[src/pkg/flash_guard_regs.svh]
`ifndef FLASH_GUARD_REGS_SVH
`define FLASH_GUARD_REGS_SVH

// ----------------------------------------------------------------
// address widths and layout
// ----------------------------------------------------------------
`define FG_ADDR_W        13
`define FG_PAGE_MSB      12
`define FG_PAGE_LSB      5
`define FG_PAGE_W        8
`define FG_HALT_BASE     13'h1c00
// boot section start per boot size fuse code (3=smallest)
`define FG_BOOT_BASE_0   13'h1c00
`define FG_BOOT_BASE_1   13'h1e00
`define FG_BOOT_BASE_2   13'h1f00
`define FG_BOOT_BASE_3   13'h1f80
// control patterns, low five bits
`define FG_CMD_MASK      8'h1f
`define FG_CMD_ERASE     8'h03
`define FG_CMD_WRITE     8'h05
`define FG_CMD_REEN      8'h11
// arm window and programming time
`define FG_ARM_CYCLES    3'h4
`define FG_PROG_T_US     32'd4000
`define FG_CLK_MHZ       32'd50
`define FG_PROG_CYCLES   (`FG_PROG_T_US * `FG_CLK_MHZ)
`define FG_CNT_W         18

`endif

[src/pkg/flash_guard_pkg.sv]
package flash_guard_pkg;

   // ----------------------------------------------------------------
   // types
   // ----------------------------------------------------------------
   typedef enum logic [1:0] {
      ST_IDLE  = 2'b00,
      ST_ARMED = 2'b01,
      ST_PROG  = 2'b10
   } guard_state_e;

   typedef enum logic [1:0] {
      OP_NONE  = 2'b00,
      OP_ERASE = 2'b01,
      OP_WRITE = 2'b10
   } prog_op_e;

   // lock pairs, 1 = unprogrammed
   typedef struct packed {
      logic boot_read_lock_bit;
      logic boot_write_lock_bit;
      logic application_read_lock_bit;
      logic application_write_lock_bit;
   } lock_bits_s;

   // cpu store/load request
   typedef struct packed {
      logic        store_req;
      logic        load_req;
      logic [12:0] pc;
      logic [12:0] z_addr;
   } cpu_req_s;

endpackage : flash_guard_pkg

[src/logic/flash_selfprog_section_guard.sv]
`timescale 1ns/100ps
`include "flash_guard_regs.svh"

module flash_selfprog_section_guard
   import flash_guard_pkg::*;
(
   input  wire logic                     clk_i,
   input  wire logic                     rst_b_i,
   input  wire logic                     clk_en_i,
   input  wire logic [1:0]               boot_size_fuses_i,
   input  wire logic                     vectors_in_boot_i,
   input  wire logic                     general_lock_mode_i,
   input  wire logic                     chip_erase_i,
   input  wire lock_bits_s               lock_prog_i,
   input  wire logic                     lock_prog_we_i,
   input  wire logic                     ctrl_we_i,
   input  wire logic [7:0]               ctrl_wdata_i,
   input  wire cpu_req_s                 cpu_req_i,
   output logic                          prog_start_o,
   output logic                          prog_erase_o,
   output logic [`FG_PAGE_W-1:0]         prog_page_o,
   output logic                          cpu_stall_o,
   output logic                          concurrent_blocked_o,
   output logic                          concurrent_section_busy_flag_o,
   output logic                          load_allow_o,
   output logic                          store_refused_o,
   output logic                          irq_mask_o,
   output lock_bits_s                    lock_bits_o,
   output logic                          self_program_enable_bit_o
);

   // ----------------------------------------------------------------
   // state
   // ----------------------------------------------------------------
   guard_state_e              state_q, state_d;
   prog_op_e                  op_q, op_d;
   logic [2:0]                arm_cnt_q, arm_cnt_d;
   logic [`FG_CNT_W-1:0]      prog_cnt_q, prog_cnt_d;
   logic [`FG_PAGE_W-1:0]     page_q;
   logic                      page_halt_q;
   logic                      busy_q, busy_d;
   logic                      reen_q, reen_d;
   lock_bits_s                lock_q;

   // ----------------------------------------------------------------
   // section decode
   // ----------------------------------------------------------------
   logic [`FG_ADDR_W-1:0] boot_base;
   assign boot_base = (boot_size_fuses_i == 2'h0) ? `FG_BOOT_BASE_0 :
                      (boot_size_fuses_i == 2'h1) ? `FG_BOOT_BASE_1 :
                      (boot_size_fuses_i == 2'h2) ? `FG_BOOT_BASE_2 :
                                                    `FG_BOOT_BASE_3;

   wire pc_in_boot  = cpu_req_i.pc >= boot_base;
   wire z_in_boot   = cpu_req_i.z_addr >= boot_base;
   wire [`FG_PAGE_W-1:0] z_page = cpu_req_i.z_addr[`FG_PAGE_MSB:`FG_PAGE_LSB];
   wire z_in_halt   = cpu_req_i.z_addr >= `FG_HALT_BASE;

   // ----------------------------------------------------------------
   // access decisions
   // ----------------------------------------------------------------
   wire cmd_erase = (ctrl_wdata_i & `FG_CMD_MASK) == `FG_CMD_ERASE;
   wire cmd_write = (ctrl_wdata_i & `FG_CMD_MASK) == `FG_CMD_WRITE;
   wire cmd_reen  = (ctrl_wdata_i & `FG_CMD_MASK) == `FG_CMD_REEN;

   // each pair guards its own section; general lock unused
   wire wr_locked = z_in_boot ? ~lock_q.boot_write_lock_bit
                              : ~lock_q.application_write_lock_bit;
   wire store_ok  = cpu_req_i.store_req & (state_q == ST_ARMED) & pc_in_boot & ~wr_locked;
   wire store_bad = cpu_req_i.store_req & (state_q == ST_ARMED) & ~store_ok;

   wire rd_locked = (pc_in_boot & ~z_in_boot & ~lock_q.application_read_lock_bit) |
                    (~pc_in_boot & z_in_boot & ~lock_q.boot_read_lock_bit);
   wire z_in_conc = ~z_in_halt;
   assign load_allow_o = cpu_req_i.load_req & ~rd_locked & ~(busy_q & z_in_conc)
                         & ~cpu_stall_o;

   assign irq_mask_o = (vectors_in_boot_i & ~pc_in_boot & ~lock_q.application_read_lock_bit) |
                       (~vectors_in_boot_i & pc_in_boot & ~lock_q.boot_read_lock_bit);

   // stall for halting page; concurrent page runs
   assign cpu_stall_o = (state_q == ST_PROG) & page_halt_q;
   assign concurrent_blocked_o            = busy_q;
   assign concurrent_section_busy_flag_o  = busy_q;
   assign self_program_enable_bit_o       = state_q != ST_IDLE;
   assign lock_bits_o                     = lock_q;

   // ----------------------------------------------------------------
   // sequencer next state
   // ----------------------------------------------------------------
   always_comb begin
      state_d    = state_q;
      op_d       = op_q;
      arm_cnt_d  = arm_cnt_q;
      prog_cnt_d = prog_cnt_q;
      busy_d     = busy_q;
      reen_d     = reen_q;
      case (state_q)
         ST_IDLE: begin
            if (ctrl_we_i && (cmd_erase || cmd_write)) begin
               state_d   = ST_ARMED;
               op_d      = cmd_erase ? OP_ERASE : OP_WRITE;
               arm_cnt_d = `FG_ARM_CYCLES;
            end
         end
         ST_ARMED: begin
            if (store_ok) begin
               state_d    = ST_PROG;
               prog_cnt_d = `FG_CNT_W'(`FG_PROG_CYCLES - 1);
               busy_d     = 1'b1;
            end else if (store_bad || arm_cnt_q == 3'h1) begin
               state_d = ST_IDLE;
               op_d    = OP_NONE;
            end else begin
               arm_cnt_d = arm_cnt_q - 3'h1;
            end
         end
         ST_PROG: begin
            if (prog_cnt_q == '0) begin
               state_d = ST_IDLE;
               op_d    = OP_NONE;
            end else begin
               prog_cnt_d = prog_cnt_q - `FG_CNT_W'(1);
            end
         end
         default: begin
            state_d = ST_IDLE;
            op_d    = OP_NONE;
         end
      endcase
      // re-enable held until programming ends; sticky otherwise
      if (ctrl_we_i && cmd_reen) begin
         reen_d = 1'b1;
      end
      if (reen_d && state_d != ST_PROG && state_q != ST_PROG) begin
         busy_d = 1'b0;
         reen_d = 1'b0;
      end
   end

   // ----------------------------------------------------------------
   // sequencer registers
   // ----------------------------------------------------------------
   always_ff @(posedge clk_i or negedge rst_b_i) begin
      if (!rst_b_i) begin
         state_q    <= ST_IDLE;
         op_q       <= OP_NONE;
         arm_cnt_q  <= '0;
         prog_cnt_q <= '0;
         busy_q     <= 1'b0;
         reen_q     <= 1'b0;
      end else if (clk_en_i) begin
         state_q    <= state_d;
         op_q       <= op_d;
         arm_cnt_q  <= arm_cnt_d;
         prog_cnt_q <= prog_cnt_d;
         busy_q     <= busy_d;
         reen_q     <= reen_d;
      end
   end

   // target page latch and start pulse
   always_ff @(posedge clk_i or negedge rst_b_i) begin
      if (!rst_b_i) begin
         page_q          <= '0;
         page_halt_q     <= 1'b0;
         prog_start_o    <= 1'b0;
         prog_erase_o    <= 1'b0;
         store_refused_o <= 1'b0;
      end else if (clk_en_i) begin
         prog_start_o    <= store_ok;
         store_refused_o <= store_bad;
         if (store_ok) begin
            page_q       <= z_page;
            page_halt_q  <= z_in_halt;
            prog_erase_o <= op_q == OP_ERASE;
         end
      end
   end
   assign prog_page_o = page_q;

   // ----------------------------------------------------------------
   // lock bits, program-only until chip erase sets them back to one
   // ----------------------------------------------------------------
   always_ff @(posedge clk_i or negedge rst_b_i) begin
      if (!rst_b_i) begin
         lock_q <= '1;
      end else if (clk_en_i) begin
         if (chip_erase_i) begin
            lock_q <= '1;
         end else if (lock_prog_we_i) begin
            lock_q <= lock_q & lock_prog_i;
         end
      end
   end
endmodule : flash_selfprog_section_guard

[config.mk]
export PLATFORM = sky130hd
export DESIGN_NAME = flash_selfprog_section_guard
export DESIGN_NICKNAME = d
export VERILOG_FILES = /design/src/pkg/flash_guard_pkg.sv /design/src/logic/flash_selfprog_section_guard.sv
export VERILOG_INCLUDE_DIRS = /design/src /design/src/pkg
export SDC_FILE = /design/constraint.sdc
export NUM_CORES = 1
export LEC_CHECK = 0
export ABC_CLOCK_PERIOD_IN_PS = 3000
export BUFFER_PORTS_ARGS = -buffer_cell sky130_fd_sc_hd__buf_2
export CAP_MARGIN = 20
export CORE_MARGIN = 5
export CORE_UTILIZATION = 50
export CTS_CLUSTER_DIAMETER = 120
export CTS_CLUSTER_SIZE = 10
export DETAILED_ROUTE_END_ITERATION = 7
export PLACE_DENSITY = 0.77
export SYNTH_ARGS = -nofsm -noshare
export SYNTH_HDL_FRONTEND = slang
export SYNTH_SLANG_ARGS = --single-unit
export TNS_END_PERCENT = 100
[constraint.sdc]
create_clock -name clk_i -period 3 [get_ports clk_i]
set_clock_uncertainty 0.15 [all_clocks]
set_input_delay 0.3 -clock clk_i [delete_from_list [all_inputs] [get_ports clk_i]]
set_output_delay 0.3 -clock clk_i [all_outputs]
set_load 0.02 [all_outputs]
==> flow_metrics.tcl <==
set metrics [dict create \
    cp_max_fo 5 \
    synth_warnings 0 \
    grtUsageTotal 0.1919 \
    post_cts_buffers 0 \
    wl_per_cell_um 14.60 \
    synth_cell_types 63 \
    path_cells "buf_2 > and2_1 > ha_1 > nor4b_2 > a2111oi_4 > nor3_1 > nor3b_1 > a21oi_1 > and4b_1 > buf_2" \
    min_period_ns 2.828 \
    die_y_um 80.34 \
    design_area_um2 2975 \
    drt-total-wl_mm 5.869 \
    yosysTopAreaCell "dfrtp_1" \
    core_um2 4755 \
    antenna_left 0 \
    drive_gt1_frac 0.3015 \
    grt_pass1_wl_mm 9.770 \
    synth_top_area_share 0.3945 \
    antenna_found_initial 0 \
    gr-total-overflow 0 \
    power_density_nw_per_um2 601.6 \
    grt_max_degree 44 \
    synthTopCellsByArea "dfrtp_1, nand2_1, dfstp_2, o21ai_0, ha_1" \
    p_leak_nw 1.448 \
    run_status "finished with violations" \
    slowest_stage "nor3_1" \
    ys_seq_elements 43 \
    clock-sinks 43 \
    synth_nets 323 \
    nets 391 \
    cp_common_cell "buf_2" \
    viasPerCell 5.468 \
    ios 71 \
    clk_pin_slew_ns 0.08 \
    cp-end-kind "output pin" \
    ctsHoldBuffers 0 \
    placed_cell_area_um2 2868 \
    fin_hold_ws_ns -0.004703 \
    worstSetupPathType "in -> out" \
    cts_tree "yes" \
    cts_root_buffer "clkbuf_8" \
    timing.rr.start "prog_cnt_q[6]" \
    max_stage_delay_ns 0.45 \
    arrival_ns 2.38 \
    peakVddDrop_uv 410.8 \
    worstMarginPinSlew_ns 0.9525 \
    ys_seq_area_frac 0.4370 \
    post-route-period-util 0.9426 \
    htreeDepth 2 \
    diodes 0 \
    cts_buffers 5 \
    stdcell_count 402 \
    grt.busiest_layer "met2" \
    max_slew_margin 0.3650 \
    gp_congestion 0.7904 \
    clock_latency_ns 0.29 \
    crit_buf_inv 2 \
    dieArea_um2 6454 \
    hold_class "in -> async" \
    grtUsageMet2 0.3038 \
    synth_edf_count 0 \
    drtIter0Drc 114 \
    total_power_w 0.001790 \
    vias 2198 \
    required_ns 2.55 \
    startpoint "boot_size_fuses_i[0]" \
    dr.pass1.iters 4 \
    use_met3 0.04260 \
    start_util 0.5203 \
    synth_area_um2 2474 \
    maxCapViolations 0 \
    synth_async_sr_flop_share 1.000 \
    std_cell_rows 25 \
    place_inst 394 \
    avgSynthCellArea_um2 9.299 \
    drc 0 \
    maxSlewViolCount 0 \
    synth_cells 266 \
    violations "hold timing" \
    fillCellCount 422 \
    synthFlopType "dfrtp_1" \
    die_w_um 80.34 \
    layout_commonest_cell "buf_2" \
    setup_violations 0 \
    gr-usage-met1 0.2623 \
    dp_hpwl_mm 4.269 \
    place.port_buffers 66 \
    final_cell_mix "buf_2, nand2_1, dfrtp_1" \
    cts_buffer_depth 2 \
    cp-start-kind "input pin" \
    path_delay_family "simple AND/OR/NAND/NOR gates" \
    area_delta_synth_final_pct 20.28 \
    fmax_mhz 353.6 \
    grt_pass1_vias 2103 \
    hold_viol 3 \
]
[report_power, final]
| part | switching (W) | leakage (nW) | internal, W |
|---|---|---|---|
| Sequential | 0.000101 | 0.563 | 0.000692 |
| Clock | 0.000205 | 0.0484 | 0.000189 |
| Combinational | 0.000344 | 0.837 | 0.000259 |
[synth_stat cells, types with 4 or more instances]
master,number
dfstp_2,4
nand2_1,49
nand3_1,8
xnor2_1,6
o21ai_0,20
dfrtp_1,39
buf_2,4
ha_1,7
nor4_1,4
nand2b_1,4
and3_1,4
a21oi_1,13
or3_1,6
nor3_1,6
inv_1,14
nor2_1,14
[timing repair]
item | CTS | global route
hold endpoints to repair | 0 | 0
endpoints found under the setup margin | 0 | 1
resized for setup | 0 | 1
[kinds of logic (layout without fill, tap and decap cells)]
family,Yosys count,in the layout,synth area share
AND/OR/NAND/NOR,124,124,0.2853
multiplexers,4,4,0.01770
AO/OA/AOI/OAI,59,59,0.1619
XOR/XNOR,6,6,0.02124
adder cells (fa/ha/maj),7,7,0.03541
flip-flops,43,43,0.4370
buffers and inverters,23,92,0.04148
[cell type report]
type | count | area, µm² | share of cell area
Inverter | 14 | 52.55 | 0.01766
Multi-Input combinational cell | 200 | 1303 | 0.4378
Clock inverter | 1 | 8.758 | 0.002944
Tap cell | 67 | 83.83 | 0.02817
Timing Repair Buffer | 70 | 360.3 | 0.1211
Sequential cell | 43 | 1081 | 0.3633
Clock buffer | 7 | 86.33 | 0.02902
[routing by layer]
| layer | wire [µm] | part of all wire |
|---|---|---|
| met1 | 2655 | 0.45 |
| met2 | 2770 | 0.47 |
| met3 | 376 | 0.064 |
| met4 | 66 | 0.011 |
| met5 | 0 | 0 |
[state kept, by name, summed over array words and instances, names as in the netlist]
register and count:
prog_cnt_q 18, concurrent_blocked_o 1, lock_bits_o 4, prog_erase_o 1, store_refused_o 1, op_q 2
page_halt_q 1, arm_cnt_q 3, state_q 2, prog_page_o 8, reen_q 1, prog_start_o 1
[stage by stage]
step | util | worst slack, ns | TNS [ns] | hold slack (ns)
detailed placement | 0.6032 | 0.1053 | 0 | 0.3085
global route | 0.6258 | -0.05618 | -0.05618 | 0.07169
floorplan | - | 0.4185 | 0 | -0.1456
finish | 0.6258 | 0.1721 | 0 | -0.004703
CTS | 0.6232 | 0.1778 | 0 | 0.02689
global placement | 0.6032 | 0.1579 | 0 | 0.3021
[final timing paths]
path | endpoint | slack [ns] | cells past startpoint
min in group clk_i | prog_page_o[5] | 0.06 | 3
hold / removal | arm_cnt_q[0] | -0.005 | 1
setup / recovery | load_allow_o | 0.17 | 10
hold reg to reg | prog_page_o[6] | 0.33 | 2
max in group asynchronous | prog_erase_o | 2.11 | 1
setup reg to reg | op_q[1] | 0.35 | 7
Power figures use the tool's default switching activity.
